### config.mk
export PLATFORM = sky130hd
export DESIGN_NAME = rtcsa_top
export DESIGN_NICKNAME = d
export VERILOG_FILES = /design/src/design/rtcsa_pkg.sv /design/src/design/rtcsa_top.sv
export SDC_FILE = /design/constraint.sdc
export NUM_CORES = 1
export LEC_CHECK = 0
export ABC_CLOCK_PERIOD_IN_PS = 4400
export BUFFER_PORTS_ARGS = -buffer_cell sky130_fd_sc_hd__buf_2
export CAP_MARGIN = 10
export CORE_ASPECT_RATIO = 0.9
export CORE_MARGIN = 3
export CORE_UTILIZATION = 25
export DETAILED_ROUTE_END_ITERATION = 12
export GPL_TIMING_DRIVEN = 1
export PLACE_DENSITY_LB_ADDON = 0.2
export SYNTH_ARGS = -nofsm -noshare
export SYNTH_HDL_FRONTEND = slang
export SYNTH_SLANG_ARGS = --single-unit
### constraint.sdc
create_clock -name clk -period 4.4 [get_ports clk]
set_clock_uncertainty 0.15 [all_clocks]
set_input_delay 0.44 -clock clk [delete_from_list [all_inputs] [get_ports clk]]
set_output_delay 0.44 -clock clk [all_outputs]
set_load 0.02 [all_outputs]
### src/design/rtcsa_pkg.sv
// Constants and state codes for the serial access front-end
`default_nettype none
package rtcsa_pkg;
	// ----------------------------------------------------------------
	// Bus addressing
	// ----------------------------------------------------------------
	localparam logic [7:0] RTCSA_SLAVE_ADDR = 8'hd0; // Fixed slave byte, direction bit zero
	localparam int RTCSA_MEM_DEPTH = 64; // Clock registers then general RAM
	localparam int RTCSA_PTR_W = 6;
	localparam logic [5:0] RTCSA_PTR_RESET = 6'h00; // Seconds register
	localparam logic [5:0] RTCSA_PTR_STEP = 6'h01;
	localparam logic [3:0] RTCSA_BYTE_BITS = 4'h8;
	localparam logic [3:0] RTCSA_CNT_ZERO = 4'h0;
	localparam logic [3:0] RTCSA_CNT_STEP = 4'h1;

	// ----------------------------------------------------------------
	// Serial protocol states
	// ----------------------------------------------------------------
	typedef enum logic [3:0] {
		RTCSA_IDLE = 4'h0,
		RTCSA_DEV_ADDR = 4'h1,
		RTCSA_ACK_DEV = 4'h2,
		RTCSA_WORD_ADDR = 4'h3,
		RTCSA_ACK_WORD = 4'h4,
		RTCSA_WR_DATA = 4'h5,
		RTCSA_ACK_WR = 4'h6,
		RTCSA_RD_DATA = 4'h7,
		RTCSA_MST_ACK = 4'h8
	} rtcsa_state_e;
endpackage : rtcsa_pkg
`default_nettype wire

### src/design/rtcsa_top.sv
// Two-wire slave access with power-fail lockout for a clock/calendar RAM
`timescale 1ns/1ps
`default_nettype none
// Operation
// - Answer only start plus slave byte D0h or D1h
// - 64 bytes: clock registers then RAM
// - Supply low aborts access in progress
// - Supply low clears address pointer
// - Supply low ignores bus, no writes
// - Supply back resumes accepting bus inputs
// - Pointer advances after each written data byte
// - Read pointer advances only on master ack
// - Write direction loads word address first
// - Bare read starts at current pointer
module rtcsa_top import rtcsa_pkg::*; (
	// Clock and reset
	input wire logic clk,
	input wire logic reset_n,
	// Two-wire bus
	input wire logic scl_in,
	input wire logic sda_in,
	output logic sda_out,
	output logic sda_oe,
	// Supply monitor, high while above switchover_threshold
	input wire logic supply_ok
);

	// ----------------------------------------------------------------
	// Storage and state
	// ----------------------------------------------------------------
	logic [7:0] mem [RTCSA_MEM_DEPTH];
	rtcsa_state_e state_reg, state_next;
	logic [5:0] ptr_reg, ptr_next;
	logic [3:0] cnt_reg, cnt_next;
	logic [7:0] shift_reg, shift_next;
	logic oe_reg, oe_next;
	logic scl_prev_reg, sda_prev_reg;
	logic mack_reg, mack_next;

	// ----------------------------------------------------------------
	// Bus event decode
	// ----------------------------------------------------------------
	wire logic scl_rise = scl_in & ~scl_prev_reg;
	wire logic scl_fall = ~scl_in & scl_prev_reg;
	wire logic start_cond = scl_in & scl_prev_reg & sda_prev_reg & ~sda_in;
	wire logic stop_cond = scl_in & scl_prev_reg & ~sda_prev_reg & sda_in;
	wire logic byte_full = (cnt_reg == RTCSA_BYTE_BITS);
	wire logic addr_match = (shift_reg[7:1] == RTCSA_SLAVE_ADDR[7:1]);
	wire logic [5:0] ptr_inc = ptr_reg + RTCSA_PTR_STEP;
	wire logic [7:0] rd_byte = mem[ptr_reg];
	wire logic [7:0] rd_byte_inc = mem[ptr_inc];
	wire logic mem_wr = supply_ok & scl_fall & (state_reg == RTCSA_WR_DATA) & byte_full;

	// Next-state logic of the serial engine
	always_comb begin
		state_next = state_reg;
		ptr_next = ptr_reg;
		cnt_next = cnt_reg;
		shift_next = shift_reg;
		oe_next = oe_reg;
		mack_next = mack_reg;
		if (!supply_ok) begin
			state_next = RTCSA_IDLE;
			ptr_next = RTCSA_PTR_RESET;
			oe_next = 1'b0;
		end else if (start_cond) begin
			state_next = RTCSA_DEV_ADDR;
			cnt_next = RTCSA_CNT_ZERO;
			oe_next = 1'b0;
		end else if (stop_cond) begin
			state_next = RTCSA_IDLE;
			oe_next = 1'b0;
		end else if (scl_rise) begin
			unique case (state_reg)
				RTCSA_DEV_ADDR, RTCSA_WORD_ADDR, RTCSA_WR_DATA: begin
					shift_next = {shift_reg[6:0], sda_in};
					cnt_next = cnt_reg + RTCSA_CNT_STEP;
				end
				RTCSA_RD_DATA: cnt_next = cnt_reg + RTCSA_CNT_STEP;
				RTCSA_MST_ACK: mack_next = ~sda_in;
				default: ;
			endcase
		end else if (scl_fall) begin
			unique case (state_reg)
				RTCSA_DEV_ADDR: if (byte_full) begin
					state_next = addr_match ? RTCSA_ACK_DEV : RTCSA_IDLE;
					oe_next = addr_match;
				end
				RTCSA_ACK_DEV: begin
					cnt_next = RTCSA_CNT_ZERO;
					if (shift_reg[0]) begin
						state_next = RTCSA_RD_DATA;
						shift_next = rd_byte;
						oe_next = ~rd_byte[7];
					end else begin
						state_next = RTCSA_WORD_ADDR;
						oe_next = 1'b0;
					end
				end
				RTCSA_WORD_ADDR: if (byte_full) begin
					ptr_next = shift_reg[5:0];
					state_next = RTCSA_ACK_WORD;
					oe_next = 1'b1;
				end
				RTCSA_WR_DATA: if (byte_full) begin
					ptr_next = ptr_inc;
					state_next = RTCSA_ACK_WR;
					oe_next = 1'b1;
				end
				RTCSA_ACK_WORD, RTCSA_ACK_WR: begin
					state_next = RTCSA_WR_DATA;
					cnt_next = RTCSA_CNT_ZERO;
					oe_next = 1'b0;
				end
				RTCSA_RD_DATA: begin
					if (byte_full) begin
						state_next = RTCSA_MST_ACK;
						oe_next = 1'b0;
					end else begin
						shift_next = {shift_reg[6:0], 1'b0};
						oe_next = ~shift_reg[6];
					end
				end
				RTCSA_MST_ACK: begin
					cnt_next = RTCSA_CNT_ZERO;
					if (mack_reg) begin
						ptr_next = ptr_inc;
						state_next = RTCSA_RD_DATA;
						shift_next = rd_byte_inc;
						oe_next = ~rd_byte_inc[7];
					end else begin
						state_next = RTCSA_IDLE; // Leave line high after nack
					end
				end
				default: ;
			endcase
		end
	end

	// Engine registers
	always_ff @(posedge clk or negedge reset_n) begin
		if (!reset_n) begin
			state_reg <= RTCSA_IDLE;
			ptr_reg <= RTCSA_PTR_RESET;
			cnt_reg <= RTCSA_CNT_ZERO;
			shift_reg <= 8'h00;
			oe_reg <= 1'b0;
			mack_reg <= 1'b0;
			scl_prev_reg <= 1'b1;
			sda_prev_reg <= 1'b1;
			sda_out <= 1'b0;
			sda_oe <= 1'b0;
		end else begin
			state_reg <= state_next;
			ptr_reg <= ptr_next;
			cnt_reg <= cnt_next;
			shift_reg <= shift_next;
			oe_reg <= oe_next;
			mack_reg <= mack_next;
			scl_prev_reg <= scl_in;
			sda_prev_reg <= sda_in;
			sda_out <= 1'b0;
			sda_oe <= oe_next;
		end
	end

	// Byte store, written only with good supply
	always_ff @(posedge clk) begin
		if (mem_wr) begin
			mem[ptr_reg] <= shift_reg;
		end
	end

	// ----------------------------------------------------------------
	// Checks
	// ----------------------------------------------------------------
	addr_reject_a: assert property (@(posedge clk) disable iff (!reset_n)
		(supply_ok && !start_cond && !stop_cond && scl_fall && state_reg == RTCSA_DEV_ADDR && byte_full
		&& !addr_match) |=> (state_reg == RTCSA_IDLE) && !sda_oe)
		else $error("foreign slave byte was not ignored");
	addr_accept_a: assert property (@(posedge clk) disable iff (!reset_n)
		(supply_ok && !start_cond && !stop_cond && scl_fall && state_reg == RTCSA_DEV_ADDR && byte_full
		&& addr_match) |=> (state_reg == RTCSA_ACK_DEV) && sda_oe)
		else $error("own slave byte not acknowledged");
	abort_idle_a: assert property (@(posedge clk) disable iff (!reset_n)
		$fell(supply_ok) |=> state_reg == RTCSA_IDLE)
		else $error("access not aborted on supply drop");
	ptr_clear_a: assert property (@(posedge clk) disable iff (!reset_n)
		!supply_ok |=> ptr_reg == RTCSA_PTR_RESET)
		else $error("pointer not cleared on supply drop");
	bus_ignored_a: assert property (@(posedge clk) disable iff (!reset_n)
		!supply_ok [*2] |-> !sda_oe && !mem_wr && state_reg == RTCSA_IDLE)
		else $error("bus activity during low supply");
	resume_start_a: assert property (@(posedge clk) disable iff (!reset_n)
		(supply_ok && $past(supply_ok) && start_cond) |=> state_reg == RTCSA_DEV_ADDR)
		else $error("start not recognised after recovery");
	wr_advance_a: assert property (@(posedge clk) disable iff (!reset_n)
		mem_wr && !start_cond && !stop_cond |=> ptr_reg == $past(ptr_reg) + RTCSA_PTR_STEP)
		else $error("pointer did not advance after write byte");
	nack_hold_a: assert property (@(posedge clk) disable iff (!reset_n)
		(supply_ok && !start_cond && !stop_cond && scl_fall && state_reg == RTCSA_MST_ACK && !mack_reg)
		|=> $stable(ptr_reg) && state_reg == RTCSA_IDLE)
		else $error("pointer moved without master ack");
	word_load_a: assert property (@(posedge clk) disable iff (!reset_n)
		(supply_ok && !start_cond && !stop_cond && scl_fall && state_reg == RTCSA_WORD_ADDR && byte_full)
		|=> ptr_reg == $past(shift_reg[5:0]))
		else $error("word address not loaded");
	ack_release_a: assert property (@(posedge clk) disable iff (!reset_n)
		(supply_ok && !start_cond && !stop_cond && scl_fall && state_reg == RTCSA_ACK_WORD)
		|=> state_reg == RTCSA_WR_DATA && !sda_oe)
		else $error("line not released after word address ack");
	rd_advance_a: assert property (@(posedge clk) disable iff (!reset_n)
		(supply_ok && !start_cond && !stop_cond && scl_fall && state_reg == RTCSA_MST_ACK && mack_reg)
		|=> ptr_reg == $past(ptr_reg) + RTCSA_PTR_STEP && state_reg == RTCSA_RD_DATA)
		else $error("pointer did not advance on master ack");
	bare_read_a: assert property (@(posedge clk) disable iff (!reset_n)
		(supply_ok && !start_cond && !stop_cond && scl_fall && state_reg == RTCSA_ACK_DEV && shift_reg[0])
		|=> $stable(ptr_reg) && state_reg == RTCSA_RD_DATA)
		else $error("read did not start at held pointer");
	drain_only_a: assert property (@(posedge clk) disable iff (!reset_n)
		sda_out == 1'b0)
		else $error("data line driven high");

endmodule : rtcsa_top
`default_nettype wire

==> results_dict.tcl, run 1 <==
set metrics [dict create \
    place_congestion 0.887 \
    clock.fmax_ghz 0.239 \
    status "complete, no violations" \
    worstRegToRegCells 7 \
    dp.final_hpwl_um 60200 \
    synthArstFlopShare 0.0483 \
    total_wirelength_um 92200 \
    worst_ir_drop_vdd_uv 298 \
    cts-buffers-inserted 57 \
    number_of_enable_type_register_cells_in_the_synthesized_netlist 512 \
    setup_violations 0 \
    finalWorstPathRequiredPeriod_ps 4190 \
    post_layout_nonfiller_instances 3102 \
    worstReg2RegEnd "shift_reg[6]" \
    critPathArrivalTime_ps 4580 \
    htree_levels 2 \
    first_iter_violations 2316 \
    worstSkewPairLatency_ps 640 \
    ys_dominant_reg_cell "edfxtp_1" \
    sw_pwr_w 0.00276 \
    p_seq_frac 0.527 \
    cts_root_buf "clkbuf_16" \
    power_density_over_cell_area_mw_per_mm2 396 \
    worst-slew-pin-transition_ps 1260 \
    fp.dieArea_mm2 0.104 \
    power.combinational.fraction 0.061 \
    gr-usage-all-layers 0.174 \
    critical_path.reg2reg.startpoint "ptr_reg[2]" \
    clock_sinks 538 \
    seq_area_frac_synth 0.637 \
    unrepaired_setup_endpoints_after_global_routing "no" \
    wl_per_cell_um 29.7 \
    first_pass_grt_wire_length_um 131000 \
    hold_path.class "in2async" \
    place_inst 2991 \
    totalNegativeSetupSlack_ps 0 \
    finalHoldViolCount 0 \
    synthCells 1620 \
    antenna_nets_post_route 0 \
    largest_register_ff_count 512 \
    fp-row-count 109 \
    postSynthAreaPerCell_um2 15.5 \
    power_switching_share 0.236 \
    initial_utilization 0.254 \
    post_route_cells_drive_above_1_share 0.248 \
    critPathMaxFanout 21 \
    via_per_inst 5.51 \
    synthesis.area_mm2 0.0252 \
    clock_power_share 0.412 \
    port_buffers 5 \
    die_h_um 307 \
    power.static_leakage_nw 8.98 \
    post-route-drc-count 0 \
    ys_warn_count 0 \
    synth.distinct_cells 84 \
    cellInternalPower_w 0.00895 \
    io_pins 7 \
    crit_required_ps 4790 \
    dieWidth_um 340 \
    synth_nets 1631 \
    synth_top_area_cell "edfxtp_1" \
    period_share 0.952 \
    timing.critical_path.from "ptr_reg[2]" \
    slew_violations 0 \
    synth.area.top_cells "edfxtp_1, mux4_2, a22oi_1, dfrtp_1, nand2_1" \
    num_vias 17098 \
    cap_viol_max_count 0 \
    cts_tree "done" \
    drt_first_pass_iters 6 \
    post_cts_resized 0 \
    critical_path.startpoint_type "flip-flop" \
    post-synth-top-area-fraction 0.611 \
    setup.reg_to_reg.worst_slack_ps 210 \
    ys_seq_elements 538 \
    grt_start_max_net_pins 68 \
    cp-end-kind "flip-flop" \
    area.growth.synth_to_final_pct 17.5 \
    finalNetCount 1733 \
    worst_slew_margin_rel 0.155 \
    grt_antenna_before_repair 3 \
    cts.clk_slew.worst_paths_ps 60 \
    first_global_vias 16848 \
    overflow_left_after_global_routing 0 \
    cp-endpoint "shift_reg[6]" \
    design.core.area_mm2 0.0990 \
    timing_worst_setup_path_type "reg2reg" \
    cts-root-to-sink-buffers 3 \
]
Yosys cell counts, types with 4 or more instances:
library cell    n
a31oi_1        25
o211ai_1        4
nand4_1         4
nand3b_1        4
mux4_1         10
nor4_1          7
and3b_1         6
o31ai_1         4
a22oi_1       202
nor3b_1         6
mux2_2         12
nand2_1       127
a211o_1         5
a22o_1         13
o21ai_0        21
buf_4           6
edfxtp_1      512
nor3_1          4
nor2_1         97
nand2b_1        4
or4_1           7
buf_1          15
buf_2          53
and3_1         19
nor2b_1         4
buf_6           5
xnor2_1         4
inv_1          14
or3_1           7
ha_1            6
mux4_2        132
dfrtp_1        24
a21oi_1        15
mux2i_1        20
and4b_1         4
a221oi_1       20
clkbuf_1       51
nand3_1        32
a41oi_1        46
layout make-up:
type / instances / area (µm²)
diodes: 1 / 2.50
inverters: 14 / 52.6
fillers: 9859 / 69400
clock inverters: 42 / 375
repair buffers: 175 / 1440
multi-input cells: 936 / 8510
flip-flops and latches: 538 / 16000
well taps: 1332 / 1670
clock buffers: 64 / 1470
placed cells by master (no fill, tap or decap), types with 12 or more instances in the layout:
cell / count
edfxtp_1: 512
a21oi_1: 15
and3_1: 18
clkbuf_16: 58
a41oi_1: 46
nand2_1: 127
a22oi_1: 202
a221oi_1: 20
inv_1: 14
clkinv_2: 16
buf_4: 156
mux2_2: 12
o21ai_0: 21
clkinv_1: 15
nand3_1: 32
mux2i_1: 20
a22o_1: 13
dfrtp_1: 13
a31oi_1: 25
nor2_1: 97
mux4_2: 132
cells by family (layout without fill, tap and decap cells):
logic type / count (synthesis) / after routing / share of synthesized area
AOI/OAI and AO/OA: 400 / 400 / 0.121
other: 1 / 2 / 0.000149
and+or+nand+nor: 348 / 348 / 0.0663
xor gates and xnor gates: 7 / 7 / 0.00274
adders and majority gates: 6 / 6 / 0.00298
DFF: 538 / 538 / 0.637
muxes: 174 / 174 / 0.142
buffers and inverters: 146 / 295 / 0.0276
power groups by stage:
stage / Clock, W / Combinational (W) / Sequential, W
final: 0.00482 / 0.000715 / 0.00617
after global routing: 0.00515 / 0.000771 / 0.00617
after CTS: 0.00494 / 0.000713 / 0.00617
after detailed placement: 0 / 0.000716 / 0.00628
after global placement: 0 / 0.000696 / 0.00628
after floorplan: 0 / 0.0000860 / 0.00649
stage by stage:
stage / setup slack, ps / utilization / power, W / hold slack (ps) / instance area, µm²
floorplan: 1470 / - / 0.00658 / -5.59 / 25200
global placement: 516 / 0.279 / 0.00697 / 363 / 27700
global route: 140 / 0.299 / 0.0121 / 319 / 29600
finish: 212 / 0.299 / 0.0117 / 273 / 29600
CTS: 465 / 0.299 / 0.0118 / 256 / 29600
detailed placement: 485 / 0.279 / 0.00699 / 366 / 27700
worst min path at each step:
stage                         endpoint  cells past startpoint
after floorplan             cnt_reg[0]                      0
after global placement      cnt_reg[3]                      2
after detailed placement    mem[15][7]                      0
after CTS                 shift_reg[6]                      2
after global routing      shift_reg[6]                      2
final                     shift_reg[6]                      2
layer usage:
metal / wire length, µm / global-route usage / vias up / part of all wire
li1: - / - / 6973 / -
met1: 40600 / 0.256 / 9063 / 0.44
met2: 41500 / 0.265 / 916 / 0.45
met3: 7750 / 0.0287 / 144 / 0.084
met4: 2320 / 0.0462 / 2 / 0.025
met5: 12 / 0 / - / 0.00013
repair_timing:
item / 4_1_cts / 5_1_grt
hold buffers: 4 / 0
buffers inserted: 0 / 0
hold endpoints to repair: 28 / 0
worst max-delay path, stage by stage, from the launching register on:
cell and delay [ps]:
dfrtp_2 730, nand3_2 360, o21ai_0 770, nand2_1 600, nor2_1 630, and3_1 450
a221oi_1 120, a41oi_1 260
Power figures use the tool's default switching activity.
==> inputs of run 2 (changes only) <==
--- a/config.mk
+++ b/config.mk
@@ -5,6 +5,7 @@
 export SDC_FILE = /design/constraint.sdc
 export NUM_CORES = 1
 export LEC_CHECK = 0
+export ABC_AREA = 1
 export ABC_CLOCK_PERIOD_IN_PS = 4400
 export BUFFER_PORTS_ARGS = -buffer_cell sky130_fd_sc_hd__buf_2
 export CAP_MARGIN = 10
@@ -12,7 +13,6 @@
 export CORE_MARGIN = 3
 export CORE_UTILIZATION = 25
 export DETAILED_ROUTE_END_ITERATION = 12
-export GPL_TIMING_DRIVEN = 1
 export PLACE_DENSITY_LB_ADDON = 0.2
 export SYNTH_ARGS = -nofsm -noshare
 export SYNTH_HDL_FRONTEND = slang
==> constraint.sdc (replaced) <==
create_clock -name clk -period 4.4 [get_ports clk]
set_clock_uncertainty 0.15 [all_clocks]
set_input_delay 0 -clock clk [delete_from_list [all_inputs] [get_ports clk]]
set_output_delay 0 -clock clk [all_outputs]
set_load 0.02 [all_outputs]
==> run 2 against run 1 <==
Sequential cell count stayed put. Hold slack worse by 120 ps. First-iteration DRC count fell by 3.8%. Maximum frequency up 20%. Area after synthesis grew 14%. Critical path type unchanged. Largest power group is now combinational logic.
==> results_dict.tcl, run 2 <==
set metrics [dict create \
    synth_mux_area_frac 0 \
    clock.fmax_ghz 0.286 \
    design.core.area_mm2 0.114 \
    first_global_vias 21039 \
    cts.clk_slew.worst_paths_ps 60 \
    critPathMaxStageDelay_ps 870 \
    dieWidth_um 363 \
    slew_violations 0 \
    place_congestion 0.876 \
    sw_pwr_w 0.00769 \
    finalHoldViolCount 0 \
    worstSkewPairLatency_ps 640 \
    cap_viol_max_count 0 \
    period_share 0.793 \
    die_h_um 328 \
    power.static_leakage_nw 12.5 \
    fp.dieArea_mm2 0.119 \
    via_per_inst 4.69 \
    gr-usage-all-layers 0.162 \
    area_share_of_xor_xnor_cells_in_the_synthesized_design 0.00174 \
    layout_setup_ws_ps 909 \
    dp.final_hpwl_um 62400 \
    synthesis.area_mm2 0.0287 \
    wl_per_cell_um 20.1 \
    gr-usage-met3 0.0232 \
    post_synth_and_or_nand_nor_area_fraction 0.237 \
    library_cell_with_the_highest_instance_count_after_synthesis "nand2_1" \
    critPathArrivalTime_ps 3610 \
    status "complete, no violations" \
    grt_start_max_net_pins 265 \
    cts_root_buf "clkbuf_16" \
    finalNetCount 3358 \
    fp-row-count 117 \
    combinational_family_with_the_most_area_after_synthesis "simple AND/OR/NAND/NOR gates" \
    synthCells 3378 \
    setup_violations 0 \
    synth_nets 3389 \
    first_pass_grt_wire_length_um 143000 \
    critPathTopFamily "simple AND/OR/NAND/NOR gates" \
    area.growth.synth_to_final_pct 12.9 \
    power_switching_share 0.410 \
    unrepaired_setup_endpoints_after_global_routing "no" \
    synth_top_area_cell "edfxtp_1" \
    slowest_stage "nor2_1" \
    post_synth_fa_ha_maj_area_fraction 0.00261 \
    cp.buffers_inverters 0 \
    seq_area_frac_synth 0.558 \
    cellInternalPower_w 0.0111 \
    finalWorstPathRequiredPeriod_ps 3490 \
    clock_sinks 538 \
    antenna-diode-count 0 \
    cts_setup_buffers 0 \
    cp-end-kind "flip-flop" \
    power_density_over_cell_area_mw_per_mm2 578 \
    p_seq_frac 0.365 \
    most-common-layout-cells "nand2_1, edfxtp_1, o21ai_0" \
    power.combinational.fraction 0.366 \
    post-route-drc-count 0 \
    antenna_nets_post_route 0 \
    clock_power_share 0.269 \
    num_vias 22904 \
    hold_slack_ps 158 \
    overflow_left_after_global_routing 0 \
    port_buffers 5 \
    critPathMaxFanout 8 \
    worst_ir_drop_vdd_uv 300 \
    crit_required_ps 4520 \
    preCtsSetupSlack_ps 1010 \
    global_route.peak_usage_layer "met1" \
    drt_first_pass_iters 5 \
    totalNegativeSetupSlack_ps 0 \
    path_cells "ha_1, nand2_1, nor3_2, nand2_1, nor2_1" \
    grt.met1_usage 0.244 \
    worst_path_most_repeated_cell "nand2_1" \
    htree_levels 2 \
    postSynthAreaPerCell_um2 8.51 \
    worst-slew-pin-transition_ps 1150 \
    critical_path.startpoint_type "flip-flop" \
    synthArstFlopShare 0.0483 \
    ys_seq_elements 538 \
    cts-root-to-sink-buffers 3 \
    fillers 12120 \
    ys_warn_count 0 \
    synthesized_area_fraction_occupied_by_ao_oa_aoi_and_oai_cells 0.119 \
    cts_tree "done" \
    synth.distinct_cells 44 \
    post_synth_most_frequent_cells "nand2_1, edfxtp_1, o21ai_0" \
    worst_slew_margin_rel 0.229 \
    grt_antenna_before_repair 3 \
    cts-buffers-inserted 59 \
    layout_commonest_cell "nand2_1" \
    synth.area.top_cells "edfxtp_1, nand2_1, o21ai_0, nand3_1, inv_1" \
    ys_dominant_reg_cell "edfxtp_1" \
    gr-usage-met2 0.237 \
    io_pins 7 \
    number_of_enable_type_register_cells_in_the_synthesized_netlist 512 \
    initial_utilization 0.253 \
    hold_path.class "in2reg" \
    post-synth-top-area-fraction 0.535 \
    largest_register_ff_count 512 \
    timing_worst_setup_path_type "reg2reg" \
    post_route_cells_drive_above_1_share 0.0680 \
    total_wirelength_um 98200 \
    first_iter_violations 2228 \
]
[run 2: cell type report]
class	count	area (µm²)	area share
Sequential cell	538	16000	0.494
Multi-Input combinational cell	2322	10400	0.321
Tap cell	1487	1860	0.0573
Clock buffer	86	1700	0.0524
Inverter	305	1150	0.0353
Timing Repair Buffer	121	1090	0.0335
Clock inverter	23	209	0.00644
[run 2: power by group through the flow]
stage,sequential (W),combinational (W),clock (W)
CTS,0.00685,0.00686,0.00517
floorplan,0.00692,0.00406,0
global placement,0.00695,0.00685,0
global route,0.00687,0.00753,0.00537
finish,0.00684,0.00687,0.00504
detailed placement,0.00696,0.00683,0
[run 2: kinds of logic (layout without fill, tap and decap cells)]
family | after synthesis | after routing
flops | 538 | 538
xor+xnor | 4 | 4
fa+ha+maj | 6 | 6
buf+inv | 518 | 535
simple gates | 1697 | 1697
other cells | 1 | 1
compound gates | 614 | 614
[run 2: timing repair]
item | in CTS | in global routing
hold buffers | 8 | 0
gates resized for setup | 0 | 0
endpoints found under the hold margin | 43 | 0
[run 2: final timing paths]
| path | start | end | slack [ps] | cells after the start |
|---|---|---|---|---|
| worst max-delay path | scl_prev_reg | mem[15][4] | 910 | 5 |
| worst min-delay path | sda_in | mack_reg | 160 | 3 |
| worst max register to register | scl_prev_reg | mem[15][4] | 910 | 5 |
| worst min register to register | mack_reg | mack_reg | 350 | 2 |
| max in group asynchronous | reset_n | ptr_reg[1] | 3530 | 4 |
| min in group asynchronous | reset_n | scl_prev_reg | 350 | 3 |
[run 2: metal layers]
layer,up-vias,share of wire
met3,133,0.058
li1,11230,-
met4,0,0.029
met1,10894,0.49
met5,-,0
met2,647,0.42
[run 2: worst register-to-register path, delay by kind of cell (launching register included)]
family | cells | cell delay, ps
adder cells (fa/ha/maj) | 1 | 200
flip-flops | 1 | 550
AND/OR/NAND/NOR | 4 | 2210
[run 2: per-stage QoR]
step / util / std cells / area [µm²] / power [W]
floorplan: - / 3378 / 28700 / 0.0110
global placement: 0.268 / 4765 / 30500 / 0.0138
detailed placement: 0.268 / 4765 / 30500 / 0.0138
CTS: 0.286 / 4882 / 32500 / 0.0189
global route: 0.286 / 4882 / 32500 / 0.0198
finish: 0.286 / 4882 / 32500 / 0.0188
